File: src/inc/uart_cfg.svh
`ifndef UART_CFG_SVH
`define UART_CFG_SVH
// register byte offsets
`define OFS_BAUD 12'h000
`define OFS_MODE 12'h004
`define OFS_ERR 12'h008
`define OFS_RBUF 12'h00c
`define OFS_TSR 12'h010
// serial mode register fields
`define BIT_POWER 7
`define BIT_TXEN 6
`define BIT_RXEN 5
`define PAR_HI 4
`define PAR_LO 3
`define BIT_LEN8 2
// divider register fields
`define SEL_HI 7
`define SEL_LO 6
`define DIV_HI 4
// error status fields
`define ERR_PAR 2
`define ERR_FRM 1
`define ERR_OVR 0
// reset values
`define BAUD_RST 8'h08
`define MODE_RST 8'h04
// smallest legal division value
`define K_MIN 5'h08
`endif

File: src/inc/uart_pkg.sv
package uart_pkg;
   // receive sequencer states
   typedef enum logic [2:0] {
      RX_IDLE, RX_START, RX_DATA, RX_PAR, RX_STOP
   } rx_state_t;
   // parity modes of the mode register
   typedef enum logic [1:0] {
      PAR_NONE = 2'h0, PAR_ZERO = 2'h1, PAR_ODD = 2'h2, PAR_EVEN = 2'h3
   } par_mode_t;
   // whole block state
   typedef struct packed {
      logic [7:0] bdc;
      logic [7:0] mode;
      logic [2:0] err;
      logic [7:0] rbuf;
      logic rfull;
      logic [7:0] tdata;
      logic tload;
      logic [31:0] prdata;
      logic slverr;
      logic tmr_d;
      logic [4:0] presc;
      logic btick;
      logic sync1;
      logic sync2;
      logic sync3;
      logic pin;
      logic smp;
      logic filt;
      logic filt_d;
      rx_state_t rxst;
      logic [4:0] rxcnt;
      logic rxhalf;
      logic [2:0] bitn;
      logic [7:0] shreg;
      logic pbit;
      logic rxint;
      logic [4:0] txcnt;
      logic txhalf;
      logic txtick;
   } state_t;
endpackage

File: src/verilog/uart_rx_error_and_baud_gen.sv
// Design decisions made here: the APB slave port and the register addresses.
`timescale 1ns/10ps
`include "uart_cfg.svh"

module uart_rx_error_and_baud_gen (
   // clock and reset
   input wire logic pclk,
   input wire logic presetn,
   // apb slave
   input wire logic psel,
   input wire logic penable,
   input wire logic pwrite,
   input wire logic [11:0] paddr,
   input wire logic [31:0] pwdata,
   output logic [31:0] prdata,
   output logic pready,
   output logic pslverr,
   // serial line and timer source
   input wire logic serial_input_pin,
   input wire logic eight_bit_timer_output,
   // to the rest of the unit
   output logic unit_power_on,
   output logic transmit_enable_bit,
   output logic receive_enable_bit,
   output logic base_clock_tick,
   output logic tx_bit_tick,
   output logic tx_load,
   output logic [7:0] tx_data,
   output logic receive_complete_interrupt
);
   import uart_pkg::*;

   // ***************************************
   // helpers
   // ***************************************

   // out-of-range division values run as the smallest legal one
   function automatic logic [4:0] eff_k(input logic [4:0] v);
      eff_k = (v < `K_MIN) ? `K_MIN : v;
   endfunction

   function automatic logic mapped(input logic [11:0] a);
      mapped = (a == `OFS_BAUD) || (a == `OFS_MODE) || (a == `OFS_ERR) ||
               (a == `OFS_RBUF) || (a == `OFS_TSR);
   endfunction

   state_t r;
   state_t n;

   logic wr;
   logic rd;
   logic pwr;
   logic rxon;
   logic txon;
   logic tick;
   logic fall;
   logic samp;
   logic stop_evt;
   logic rd_buf;
   logic ovr;
   logic perr;
   logic [4:0] km1;
   logic [2:0] last_bit;
   par_mode_t pmode;

   // ***************************************
   // next-state logic
   // ***************************************

   // whole block in one process
   always_comb begin
      n = r;
      n.rxint = 1'b0;
      n.tload = 1'b0;
      n.txtick = 1'b0;
      wr = psel && penable && pwrite;
      rd = psel && penable && !pwrite;
      rd_buf = rd && (paddr == `OFS_RBUF);
      pwr = r.mode[`BIT_POWER];
      rxon = pwr && r.mode[`BIT_RXEN];
      txon = pwr && r.mode[`BIT_TXEN];
      pmode = par_mode_t'(r.mode[`PAR_HI:`PAR_LO]);
      km1 = eff_k(r.bdc[`DIV_HI:0]) - 5'h01;
      last_bit = r.mode[`BIT_LEN8] ? 3'h7 : 3'h6;
      tick = 1'b0;
      samp = 1'b0;
      stop_evt = 1'b0;
      ovr = 1'b0;
      perr = 1'b0;

      // read data is latched in the setup phase
      if (psel && !penable) begin
         n.slverr = !mapped(paddr);
         unique case (paddr)
            `OFS_BAUD: n.prdata = {24'h000000, r.bdc};
            `OFS_MODE: n.prdata = {24'h000000, r.mode};
            `OFS_ERR: n.prdata = {29'h00000000, r.err};
            `OFS_RBUF: n.prdata = {24'h000000, r.rbuf};
            `OFS_TSR: n.prdata = {24'h000000, r.tdata};
            default: n.prdata = 32'h00000000;
         endcase
      end

      // register writes
      if (wr) begin
         unique case (paddr)
            `OFS_BAUD: n.bdc = pwdata[7:0];
            `OFS_MODE: n.mode = pwdata[7:0];
            `OFS_TSR: begin
               n.tdata = pwdata[7:0];
               n.tload = txon;
            end
            default: n.bdc = r.bdc;
         endcase
      end

      // read side effects, placed before the sets so a set wins
      if (rd && (paddr == `OFS_ERR)) begin
         n.err = 3'h0;
      end
      if (rd_buf) begin
         n.rfull = 1'b0;
      end

      // prescaler runs only while powered
      n.tmr_d = eight_bit_timer_output;
      n.presc = pwr ? r.presc + 5'h01 : 5'h00;
      unique case (r.bdc[`SEL_HI:`SEL_LO])
         2'h0: tick = eight_bit_timer_output && !r.tmr_d;
         2'h1: tick = r.presc[0];
         2'h2: tick = &r.presc[2:0];
         2'h3: tick = &r.presc;
      endcase
      n.btick = pwr && tick;

      // line synchroniser; a level counts once stages two and three agree
      n.sync1 = serial_input_pin;
      n.sync2 = r.sync1;
      n.sync3 = r.sync2;
      if (r.sync2 == r.sync3) begin
         n.pin = r.sync3;
      end

      // match detector: two agreeing base-clock samples, two clocks late
      if (r.btick) begin
         n.smp = r.pin;
         if (r.pin == r.smp) begin
            n.filt = r.pin;
         end
      end
      n.filt_d = r.filt;
      fall = r.filt_d && !r.filt;

      // receive counter: k base ticks per half bit
      if (rxon && (r.rxst != RX_IDLE) && r.btick) begin
         if (r.rxcnt == km1) begin
            n.rxcnt = 5'h00;
            n.rxhalf = !r.rxhalf;
            samp = (r.rxst == RX_START) || r.rxhalf;
         end else begin
            n.rxcnt = r.rxcnt + 5'h01;
         end
      end

      // receive sequencer
      if (!rxon) begin
         n.rxst = RX_IDLE;
         n.rxcnt = 5'h00;
         n.rxhalf = 1'b0;
      end else begin
         unique case (r.rxst)
            RX_IDLE: begin
               if (fall) begin
                  n.rxst = RX_START;
                  n.rxcnt = 5'h00;
                  n.rxhalf = 1'b0;
               end
            end
            RX_START: begin
               if (samp) begin
                  n.rxhalf = 1'b0;
                  if (!r.filt) begin
                     n.rxst = RX_DATA;
                     n.bitn = 3'h0;
                     n.shreg = 8'h00;
                  end else begin
                     n.rxst = RX_IDLE;
                     n.rxcnt = 5'h00;
                  end
               end
            end
            RX_DATA: begin
               if (samp) begin
                  n.shreg[r.bitn] = r.filt;
                  n.bitn = r.bitn + 3'h1;
                  if (r.bitn == last_bit) begin
                     n.rxst = (pmode == PAR_NONE) ? RX_STOP : RX_PAR;
                  end
               end
            end
            RX_PAR: begin
               if (samp) begin
                  n.pbit = r.filt;
                  n.rxst = RX_STOP;
               end
            end
            RX_STOP: begin
               if (samp) begin
                  stop_evt = 1'b1;
               end
            end
            default: n.rxst = RX_IDLE;
         endcase
      end

      // end of frame: flags, interrupt and buffer in one cycle
      if (stop_evt) begin
         n.rxst = RX_IDLE;
         n.rxcnt = 5'h00;
         n.rxhalf = 1'b0;
         n.rxint = 1'b1;
         unique case (pmode)
            PAR_ODD: perr = !(^{r.shreg, r.pbit});
            PAR_EVEN: perr = ^{r.shreg, r.pbit};
            default: perr = 1'b0;
         endcase
         if (perr) begin
            n.err[`ERR_PAR] = 1'b1;
         end
         if (!r.filt) begin
            n.err[`ERR_FRM] = 1'b1;
         end
         // a read of the buffer in this same cycle frees it
         ovr = r.rfull && !rd_buf;
         if (ovr) begin
            n.err[`ERR_OVR] = 1'b1;
         end else begin
            n.rbuf = r.shreg;
            n.rfull = 1'b1;
         end
      end

      // transmit counter; the shift stage uses the bit tick
      if (!txon || n.tload) begin
         n.txcnt = 5'h00;
         n.txhalf = 1'b0;
      end else if (r.btick) begin
         if (r.txcnt == km1) begin
            n.txcnt = 5'h00;
            n.txhalf = !r.txhalf;
            n.txtick = r.txhalf;
         end else begin
            n.txcnt = r.txcnt + 5'h01;
         end
      end
   end

   // ***************************************
   // state register
   // ***************************************

   // idle line levels so no false start after reset
   always_ff @(posedge pclk or negedge presetn) begin
      if (!presetn) begin
         r <= '0;
         r.bdc <= `BAUD_RST;
         r.mode <= `MODE_RST;
         r.rxst <= RX_IDLE;
         r.sync1 <= 1'b1;
         r.sync2 <= 1'b1;
         r.sync3 <= 1'b1;
         r.pin <= 1'b1;
         r.smp <= 1'b1;
         r.filt <= 1'b1;
         r.filt_d <= 1'b1;
      end else begin
         r <= n;
      end
   end

   // ***************************************
   // outputs
   // ***************************************

   // zero wait states; read data was set up a cycle early
   assign pready = 1'b1;
   assign pslverr = r.slverr;
   assign prdata = r.prdata;
   assign unit_power_on = r.mode[`BIT_POWER];
   assign transmit_enable_bit = r.mode[`BIT_TXEN];
   assign receive_enable_bit = r.mode[`BIT_RXEN];
   assign base_clock_tick = r.btick;
   assign tx_bit_tick = r.txtick;
   assign tx_load = r.tload;
   assign tx_data = r.tdata;
   assign receive_complete_interrupt = r.rxint;
endmodule

File: config.mk
export PLATFORM = sky130hd
export DESIGN_NAME = uart_rx_error_and_baud_gen
export DESIGN_NICKNAME = d
export VERILOG_FILES = /design/src/inc/uart_pkg.sv /design/src/verilog/uart_rx_error_and_baud_gen.sv
export VERILOG_INCLUDE_DIRS = /design/src /design/src/inc
export SDC_FILE = /design/constraint.sdc
export NUM_CORES = 1
export LEC_CHECK = 0
export BUFFER_PORTS_ARGS = -buffer_cell sky130_fd_sc_hd__clkbuf_2
export CAP_MARGIN = 10
export CORE_UTILIZATION = 55
export CTS_CLUSTER_SIZE = 40
export DETAILED_ROUTE_END_ITERATION = 12
export PLACE_DENSITY = 0.86
export SETUP_SLACK_MARGIN = 0.05
export SYNTH_ARGS = -nofsm -noshare
export SYNTH_HDL_FRONTEND = slang
export SYNTH_SLANG_ARGS = --single-unit
File: constraint.sdc
create_clock -name pclk -period 3.9 [get_ports pclk]
set_clock_uncertainty 0.1 [all_clocks]
set_input_delay 0.39 -clock pclk [delete_from_list [all_inputs] [get_ports pclk]]
set_output_delay 0.39 -clock pclk [all_outputs]
set_load 0.01 [all_outputs]
# After elaboration in Yosys (flattened, before gate mapping)
# Index checks and enable logic that the tools add are counted.
classes:
  eq_ne: 27
  order_cmp: 3
  n_reduce_logical: 51
  shift: 0
  addsub: 5
  bitwise: 1
  div_mod_pow: 0
  muxes: 48
  mul: 0
ops:
  columns: ["op", "count"]
  rows:
  - ["case mux 8 bit (5 select lines)", 1]
  - ["two-way mux 9 bit", 4]
  - ["two-way mux 5 bit", 5]
  - ["equality test 12 x 4 -> 1 bit (second input constant)", 2]
  - ["two-way mux 11 bit", 2]
  - ["case mux 11 bit (2 select lines)", 1]
  - ["two-way mux 20 bit", 1]
  - ["inequality test 4 bit (second input constant)", 5]
  - ["two-way mux 1 bit", 17]
  - ["adder 5 x 1 -> 5 bit (second input constant)", 3]
  - ["logical AND 1 bit", 15]
  - ["two-way mux 3 bit", 5]
  - ["case mux 3 bit (5 select lines)", 1]
  - ["equality test 12 x 3 -> 1 bit (second input constant)", 1]
  - ["equality test 12 x 5 -> 1 bit (second input constant)", 1]
  - ["zero test 12 bit", 1]
  - ["two-way mux 12 bit", 1]
  - ["two-way mux 6 bit", 2]
  - ["case mux 6 bit (2 select lines)", 1]
  - ["AND reduction 2 bit", 6]
  - ["equality test 5 bit", 2]
  - ["zero test 1 bit", 10]
  - ["AND reduction 5 bit", 2]
  - ["parity 9 bit", 1]
  - ["other kinds (28)", 45]
totals:
  input_bits: 51
  n_memories: 0
  reg_bits: 113
  out_inout_bits: 49
  rom_bits: 0
  wordCells: 164
  ram_bits: 0
  latch_bits: 0

# Depth between registers and ports, before layout
# Gate-level depths: netlist of the first run.
depth:
  ltp_word: 12
  mapped_depth: 11
  ltp_nobuf: 9

# Worst setup path before layout of the first run
# No wires, ideal clock.
synth_path:
  path_kind: "flip-flop to flip-flop"
  start: "register r[108] in the netlist's numbering"
  end: "register r[8] in the netlist's numbering"
  t_arrival_ps: 2705
  path_slack_ps: 970
  stages_incl_launch_ff: 11
  n_path_buf: 1
  t_required_ps: 3675
  setup_ps: 125
  synth_period_minus_slack_ps: 2930
  cell_sequence: "dfstp_2 > buf_6 > o21a_1 > inv_1 > ha_1 > xnor2_1 > a31oi_1 > nand4_2 > or3_2 > nor3_1 > mux2_2"
synth_via:
  elab_chain_cells: 7
synth_lines:
  columns: ["element", "line_no", "rtl"]
  rows:
  - ["start, declared", "uart_rx_error_and_baud_gen.sv:47", "state_t r;"]
  - ["start signal, assigned", "uart_rx_error_and_baud_gen.sv:277", "r <= n;"]
  - ["< comparator 5 x 4 -> 1 bit (no line)", null, null]
  - ["two-way mux 5 bit (*)", "uart_rx_error_and_baud_gen.sv:39", "eff_k = (v < `K_MIN) ? `K_MIN : v;"]
  - ["subtractor 5 x 1 -> 5 bit (*)", "uart_rx_error_and_baud_gen.sv:83", "km1 = eff_k(r.bdc[`DIV_HI:0]) - 5'h01;"]
  - ["equality test 5 bit (*)", "uart_rx_error_and_baud_gen.sv:156", "if (r.rxcnt == km1) begin"]
  - ["two-way mux 1 bit (*)", "uart_rx_error_and_baud_gen.sv:156", null]
  - ["two-way mux 1 bit (*)", "uart_rx_error_and_baud_gen.sv:155", "if (rxon && (r.rxst != RX_IDLE) && r.btick) begin"]
  - ["AND reduction 3 bit (no line) (*)", null, null]
# Mark *: on every way between the ends. The rest lies on a longest branch, timed or not.
# A chain may end at the register's enable or synchronous reset.

# Worst setup path after layout of the first run
layout_path:
  start: "register r[108] in the netlist's numbering"
  end: "register r[13] in the netlist's numbering"
layout_via:
  elab_chain_cells: 8
  word_cells_on_any_way: 9
  classes_between: "add/sub (1); order compare (1); eq/ne (3); mux (3); reduce/logical (1)"
layout_lines:
  columns: ["element", "line_no"]
  rows:
  - ["< comparator 5 x 4 -> 1 bit (no line)", null]
  - ["two-way mux 5 bit (*)", "uart_rx_error_and_baud_gen.sv:39"]
  - ["subtractor 5 x 1 -> 5 bit (*)", "uart_rx_error_and_baud_gen.sv:83"]
  - ["equality test 5 bit (*)", "uart_rx_error_and_baud_gen.sv:156"]
  - ["two-way mux 1 bit (*)", "uart_rx_error_and_baud_gen.sv:156"]
  - ["two-way mux 1 bit (*)", "uart_rx_error_and_baud_gen.sv:155"]
  - ["inequality test 2 bit (no line)", null]
  - ["AND reduction 5 bit (no line) (*)", null]
# Marked as above.

==> reports/metrics.cfg, run 1 <==
[place]
place.gp.congestion = 0.856
placement.io_buffers = 50
hpwlAfterDp_um = 7280

[grt]
largest_net_degree_at_the_start_of_global_routing = 90
antenna_found_initial = 0
grt_util_all_layers_pct = 23.3
grt_overflow_total = 0
global_route_wire_length_before_repair_um = 16300
first_global_vias = 3313

[floorplanning]
floorplan.die.width_um = 96.3
start_util_pct = 56.4
floorplan.core_area_mm2 = 0.00868
top_level_ports = 100
area_of_the_die_mm2 = 0.00928
chipHeight_um = 96.3
core.rowCount = 34

[clock_network]
insertion_delay_ns = 0.37
cts_root_buf = clkbuf_8
numCtsBuffers = 9
clock_sinks = 89
tritoncts = yes
cts.clk_slew.worst_paths_ns = 0.09
htree_num_levels = 3
cts_setup_buffers = 0
max-clock-path-buffers = 2

[layout]
area_delta_synth_final_pct = 6.80
fin_nets = 542
drive_above_1_share_pct = 27.6
diodes = 0
total_of_fill_cells_in_the_finished_design = 687

[worst_setup_path]
r2r.worst_path.cells = 9
arrival_ns = 3.43
startpoint_type = flip-flop
worstPathMaxFanout = 14
criticalPathCategory = flip-flop to flip-flop
rr_endpoint = r[13]
cp_cell_sequence = o21a_1, inv_1, ha_1, xnor2_1, a31oi_1, nand4_2, nor4_4, nor4bb_1, mux2i_1
slowest_stage = dfstp_2
worstReg2RegStart = r[108]
required_ns = 4.09
critPathCaptureType = flip-flop
max_stage_delay_ns = 0.67
flop_to_flop_setup_slack_ns = 0.66

[timing]
min_period_ns = 3.24
maxClockFrequency_mhz = 309
tns_ns = 0
grt_setup_unrepaired = false
tightestPinTransition_ns = 1.11
final-max-slew-violation-count = 0
whs_ns = 0.0489
hold_viol_final = 0
period_share_pct = 83.1
slew-limit-headroom_pct = 26.3
setup_violations = 0

[yosys]
postSynthCellCount = 454
synthFlopType = dfrtp_1
synth_area_per_cell_um2 = 10.8
synth_cell_type_count = 77
synth-warning-count = 0
synth-seq-cells = 89
ys_async_sr_fraction_pct = 100
synth_sequential_area_ratio_pct = 45.8
synth_enable_flop_cells = 0
synth.cell_area_mm2 = 0.00489

[drt]
routed_wirelength_um = 10100
viasPerCell = 5.90
iter_0_drt_violations = 268
wl_per_cell_um = 17.0
route.vias.total = 3522
dr.pass1.iters = 7
route.antenna.remaining_nets = 0
detail_route.drc_violations = 0

[min_path]
holdCritStartpoint = eight_bit_timer_output
hp-class = input port to flip-flop
holdPathStages = 1
timing.hold.worst_endpoint = r[42]

[run_status]
run_status = finished clean

[run]
maxCapViolations = 0

[power_and_ir_drop]
ir_drop_uv = 216
power_density_mw_per_mm2 = 326
leakagePower_uw = 0.00238

-- where the power goes --
| group | total (uW) | switching, uW | internal (uW) |
|---|---|---|---|
| registers | 930 | 2.21 | 928 |
| clock network | 713 | 346 | 366 |
| logic | 61.0 | 44.5 | 16.5 |
| total | 1700 | 393 | 1310 |
-- state kept, by name (all words and copies together) (netlist names), 2 cells and up --
signal,cells
r,60
tx_data,8
prdata,8
pmode,2
n,3
-- repair_timing --
action / 4_1_cts / 5_1_grt
gates resized for setup: 0 / 0
hold buffers: 1 / 0
hold endpoints to repair: 1 / 0
-- logic make-up (layout without fill, tap and decap cells) --
| logic type | count (synthesis) | count (layout) | synth area share [%] |
|---|---|---|---|
| XOR/XNOR | 24 | 24 | 4.30 |
| other | 2 | 25 | 0.154 |
| AO/OA/AOI/OAI | 64 | 64 | 9.62 |
| adder cells (fa/ha/maj) | 8 | 8 | 1.99 |
| flip-flops | 89 | 89 | 45.8 |
| AND/OR/NAND/NOR | 148 | 148 | 17.1 |
| buffers and inverters | 68 | 80 | 8.90 |
| multiplexers | 51 | 51 | 12.2 |
-- metrics by stage --
| stage | worst slack (ns) | util [%] | cell area [um2] | instances | power [uW] |
|---|---|---|---|---|---|
| 2_1_floorplan | 0.970 | - | 4980 | 477 | 990 |
| 3_3_place_gp | 0.790 | 57.5 | 4990 | 580 | 1010 |
| 3_5_place_dp | 0.720 | 57.5 | 4990 | 580 | 1010 |
| 4_1_cts | 0.687 | 60.2 | 5230 | 597 | 1720 |
| 5_1_grt | 0.444 | 60.2 | 5230 | 597 | 1760 |
| 6_report | 0.660 | 60.2 | 5230 | 597 | 1700 |
-- critical path, delay by kind of cell (launching register included) --
kind            cells  cell delay [ns]
flops               1             0.67
compound gates      2             0.42
xor+xnor            1             0.14
mux                 1             0.22
buf+inv             1             0.08
fa+ha+maj           1             0.34
simple gates        3             1.18
-- layout by cell type, fill, tap and decap left out, types with 10 or more instances in the layout --
cell type,n
clkbuf_2,49
conb_1,25
dfrtp_1,80
inv_1,10
mux2_2,35
mux2i_1,13
nand2_1,40
nand3_1,17
nor2_1,28
nor3_1,10
o21ai_0,19
xnor2_1,17
-- cells in the mapped netlist, types with 3 or more instances --
cell type	n	area share, %
xor2_1	7	1.3
dfrtp_1	80	41
a22o_1	5	0.90
and3_1	4	0.51
xnor2_1	17	3.0
nand2_1	40	3.1
nand4b_1	4	0.72
mux2i_1	13	2.7
nor3b_1	3	0.46
o21ai_0	19	1.9
nor2_1	28	2.1
nand3b_1	3	0.46
buf_2	5	0.51
and2_1	4	0.51
nand4_1	4	0.51
ha_1	7	1.8
dfstp_2	9	4.8
a222oi_1	5	1.0
clkbuf_1	8	0.61
a21oi_1	4	0.41
nand2b_1	4	0.51
inv_1	10	0.77
nor3_1	10	1.0
nand3_1	17	1.7
buf_4	42	6.4
mux2_2	35	8.1
a22oi_1	3	0.46
-- worst max-delay path by stage --
stage	startpoint	to
global placement	r[108]	r[8]
CTS	r[108]	r[13]
detailed placement	r[108]	r[86]
global route	r[108]	r[86]
floorplan	r[108]	r[8]
finish	r[108]	r[13]
-- area by class of cell --
| class | count | area, um2 | share of cell area, % |
|---|---|---|---|
| clock inverters | 7 | 100 | 1.92 |
| repair buffers | 54 | 285 | 5.46 |
| well taps | 108 | 135 | 2.59 |
| inverters | 10 | 37.5 | 0.718 |
| clock buffers | 9 | 124 | 2.37 |
| multi-input cells | 320 | 2300 | 44.1 |
| flip-flops and latches | 89 | 2240 | 42.8 |
-- metal layers --
| layer | wire (um) | share of wire [%] | vias to the layer above | GRT usage, % |
|---|---|---|---|---|
| met5 | 0 | 0 | - | 0 |
| met4 | 123 | 1.2 | 0 | 8.21 |
| met3 | 662 | 6.5 | 18 | 6.00 |
| met2 | 5050 | 50 | 148 | 38.7 |
| met1 | 4300 | 42 | 1742 | 29.4 |
| li1 | - | - | 1614 | - |
Note: power is estimated with default switching activity, not from simulation.
==> inputs of run 2 (changes only) <==
--- a/config.mk
+++ b/config.mk
@@ -6,12 +6,13 @@
 export SDC_FILE = /design/constraint.sdc
 export NUM_CORES = 1
 export LEC_CHECK = 0
+export ABC_AREA = 1
 export BUFFER_PORTS_ARGS = -buffer_cell sky130_fd_sc_hd__clkbuf_2
 export CAP_MARGIN = 10
-export CORE_UTILIZATION = 55
+export CORE_UTILIZATION = 50
 export CTS_CLUSTER_SIZE = 40
 export DETAILED_ROUTE_END_ITERATION = 12
-export PLACE_DENSITY = 0.86
+export PLACE_DENSITY = 0.82
 export SETUP_SLACK_MARGIN = 0.05
 export SYNTH_ARGS = -nofsm -noshare
 export SYNTH_HDL_FRONTEND = slang
==> constraint.sdc (replaced) <==
create_clock -name pclk -period 2.75 [get_ports pclk]
set_clock_uncertainty 0.1 [all_clocks]
set_input_delay 0.275 -clock pclk [delete_from_list [all_inputs] [get_ports pclk]]
set_output_delay 0.275 -clock pclk [all_outputs]
set_load 0.01 [all_outputs]
==> run 2 against run 1 <==
Effect of this change: synthesized area rose by 3.8%; combinational power rose by 89%; global-route usage fell by 1.8 points; maximum frequency rose by 27%; critical path depth rose by 7; critical path type unchanged; critical endpoint is now r[92]; largest cell class unchanged; largest power group unchanged.
==> reports/metrics.cfg, run 2 <==
[min_path]
hp-class = input port to flip-flop  ; unchanged
timing.hold.worst_endpoint = tx_load  ; was r[42]
holdCritStartpoint = pwrite  ; was eight_bit_timer_output
holdPathStages = 3  ; was 1

[drt]
route.vias.total = 4255  ; was 3522
routed_wirelength_um = 10700  ; was 10100 um
detail_route.drc_violations = 0  ; unchanged
dr.pass1.iters = 5  ; was 7
route.antenna.remaining_nets = 0  ; unchanged
wl_per_cell_um = 12.8  ; was 17.0 um
iter_0_drt_violations = 210  ; was 268
viasPerCell = 5.10  ; was 5.90

[yosys]
synth-warning-count = 0  ; unchanged
synth_area_per_cell_um2 = 7.79  ; was 10.8 um2
synth_adder_area_share_pct = 1.92  ; was 1.99%
postSynthCellCount = 652  ; was 454
synth_sequential_area_ratio_pct = 44.1  ; was 45.8%
synth-seq-cells = 89  ; unchanged
post_synthesis_xor_xnor_area_fraction_pct = 3.45  ; was 4.30%
synth_cell_type_count = 42  ; was 77
yosys.cell_count.top_type = nand2_1  ; was dfrtp_1
synth.cell_area_mm2 = 0.00508  ; was 0.00489 mm2
synth_mux_area_share_pct = 0  ; was 12.2%
ys_async_sr_fraction_pct = 100  ; unchanged
synth.top_cells.by_area = dfrtp_1 (39%), nand2_1 (12%), buf_4 (6.1%), nand3_1 (5.8%), inv_1 (5.8%)  ; was dfrtp_1 (41%), mux2_2 (8.1%), buf_4 (6.4%), dfstp_2 (4.8%), nand2_1 (3.1%)
yosysTopAreaCellShare_pct = 39.4  ; was 40.9%
synthFlopType = dfrtp_1  ; unchanged
synthSimpleGateAreaFrac_pct = 29.2  ; was 17.1%
synth_enable_flop_cells = 0  ; unchanged
synth_top_area_cell = dfrtp_1  ; unchanged
synth_top_cells_by_count = nand2_1 (167), dfrtp_1 (80), inv_1 (78), nor2_1 (60), nand3_1 (59)  ; was dfrtp_1 (80), buf_4 (42), nand2_1 (40), mux2_2 (35), nor2_1 (28)
synth_top_family_by_area = simple AND/OR/NAND/NOR gates  ; unchanged
synth_compound_area_share_pct = 8.21  ; was 9.62%

[floorplanning]
chipHeight_um = 103  ; was 96.3 um
floorplan.die.width_um = 103  ; was 96.3 um
start_util_pct = 51.7  ; was 56.4%
floorplan.core_area_mm2 = 0.00982  ; was 0.00868 mm2
core.rowCount = 36  ; was 34
area_of_the_die_mm2 = 0.0106  ; was 0.00928 mm2
top_level_ports = 100  ; unchanged

[power_and_ir_drop]
ir_drop_uv = 247  ; was 216 uV
leakagePower_uw = 0.00286  ; was 0.00238 uW
power_density_mw_per_mm2 = 417  ; was 326 mW/mm2
fin_total_pwr_uw = 2310  ; was 1700 uW

[clock_network]
tritoncts = yes  ; unchanged
cts.clk_slew.worst_paths_ns = 0.09  ; about the same
clock_sinks = 89  ; unchanged
numCtsBuffers = 9  ; unchanged
cts_root_buf = clkbuf_8  ; unchanged
htree_num_levels = 3  ; unchanged
insertion_delay_ns = 0.37  ; about the same
max-clock-path-buffers = 2  ; unchanged

[place]
hpwlAfterDp_um = 8050  ; was 7280 um
placement.cell_area_mm2 = 0.00529  ; was 0.00499 mm2
place.gp.congestion = 0.957  ; was 0.856
placement.io_buffers = 50  ; unchanged

[grt]
grt_overflow_total = 0  ; unchanged
largest_net_degree_at_the_start_of_global_routing = 54  ; was 90
grt_util_all_layers_pct = 21.5  ; was 23.3%
first_global_vias = 3893  ; was 3313
antenna_found_initial = 0  ; unchanged
global_route_wire_length_before_repair_um = 17600  ; was 16300 um

[layout]
largest_register_ffs = 60  ; unchanged
regArea_mm2 = 0.00224  ; unchanged
drive_above_1_share_pct = 16.0  ; was 27.6%
final_design_area_no_fill_mm2 = 0.00556  ; was 0.00523 mm2
final_core_util_pct = 56.6  ; was 60.2%
area_of_the_multi_input_gates_mm2 = 0.00230  ; about the same
final_common_cell = nand2_1  ; was dfrtp_1
regMostFlops = r  ; unchanged
total_of_fill_cells_in_the_finished_design = 888  ; was 687
area_delta_synth_final_pct = 9.44  ; was 6.80%
commonest_cells_after_routing_fill_and_taps_aside = nand2_1 (167), dfrtp_1 (80), inv_1 (78)  ; was dfrtp_1 (80), clkbuf_2 (49), nand2_1 (40)
fin_nets = 754  ; was 542
diodes = 0  ; unchanged

[timing]
hold_viol_final = 0  ; unchanged
maxClockFrequency_mhz = 391  ; was 309 MHz
period_share_pct = 93.1  ; was 83.1%
tns_ns = 0  ; unchanged
slew-limit-headroom_pct = 54.2  ; was 26.3%
final-max-slew-violation-count = 0  ; unchanged
min_period_ns = 2.56  ; was 3.24 ns
whs_ns = 0.0570  ; was 0.0489 ns
setup_violations = 0  ; unchanged
grt_setup_unrepaired = false  ; unchanged
tightestPinTransition_ns = 0.685  ; was 1.11 ns

[worst_setup_path]
critPathCaptureType = flip-flop  ; unchanged
arrival_ns = 2.72  ; was 3.43 ns
rr_endpoint = r[92]  ; was r[13]
required_ns = 2.91  ; was 4.09 ns
worstPathMaxFanout = 10  ; was 14
flop_to_flop_setup_slack_ns = 0.19  ; was 0.66 ns
criticalPathCategory = flip-flop to flip-flop  ; unchanged
worstReg2RegStart = r[108]  ; unchanged
startpoint_type = flip-flop  ; unchanged
r2r.worst_path.cells = 16  ; was 9

[run_status]
run_status = finished clean  ; unchanged

[run]
maxCapViolations = 0  ; unchanged

==> run 2: critical path: stages, from the launching register on <==
cell and delay [ns]:
dfstp_2 0.57, inv_1 0.08, nand2_4 0.11, nand2_4 0.08, ha_4 0.26, xnor2_1 0.13
nor2_2 0.12, nand2_1 0.06, nor2_1 0.12, nand3_1 0.12, nor2_4 0.17, nand3_4 0.11
inv_2 0.10, buf_12 0.12, nand2_4 0.07, nand2_1 0.07, nand2_1 0.05
==> run 2: how the worst max path moves through the flow <==
stage / start / to / slack (ns) / cells past startpoint
2_1_floorplan: r[108] / r[16] / 0.33 / 16
5_1_grt: r[108] / r[91] / 0.05 / 16
4_1_cts: r[108] / r[93] / 0.06 / 16
6_report: r[108] / r[92] / 0.19 / 16
3_3_place_gp: r[108] / r[87] / 0.14 / 16
3_5_place_dp: r[108] / r[92] / 0.07 / 16
==> run 2: stage by stage <==
| stage | setup WS (ns) | instances |
|---|---|---|
| final | 0.190 | 834 |
| after global routing | 0.0499 | 834 |
| after CTS | 0.0580 | 833 |
| after detailed placement | 0.0746 | 814 |
| after global placement | 0.141 | 814 |
| after floorplan | 0.332 | 675 |
==> run 2: layer usage <==
layer	vias to the layer above	GRT usage, %	wire, um
met5	-	0	0
met4	0	9.10	269
met2	157	37.3	5150
met1	1959	26.9	4620
met3	27	2.85	659
li1	2112	-	-
==> run 2: layout make-up <==
| type | instances | area share, % |
|---|---|---|
| multi-input cells | 456 | 41.4 |
| flip-flops and latches | 89 | 40.3 |
| repair buffers | 60 | 6.49 |
| inverters | 80 | 5.41 |
| well taps | 133 | 3.00 |
| clock buffers | 9 | 2.23 |
| clock inverters | 7 | 1.22 |
==> run 2: repair_timing <==
item,CTS,global route
endpoints found under the setup margin,0,25
hold endpoints to repair,47,0
gates resized for setup,0,5
setup buffers,0,1
hold buffers,3,0
==> run 2: kinds of logic after synthesis <==
group,after synthesis
other,2
and+or+nand+nor,326
buffers and inverters,130
adders and majority gates,8
DFF,89
AOI/OAI and AO/OA,77
xor gates and xnor gates,20
==> run 2: report_power, final <==
group          internal, uW  total [uW]  switching (uW)
Combinational          33.4         115            81.3
Sequential             1320        1330            4.90
Clock                   355         873             518
Total                  1710        2310             604
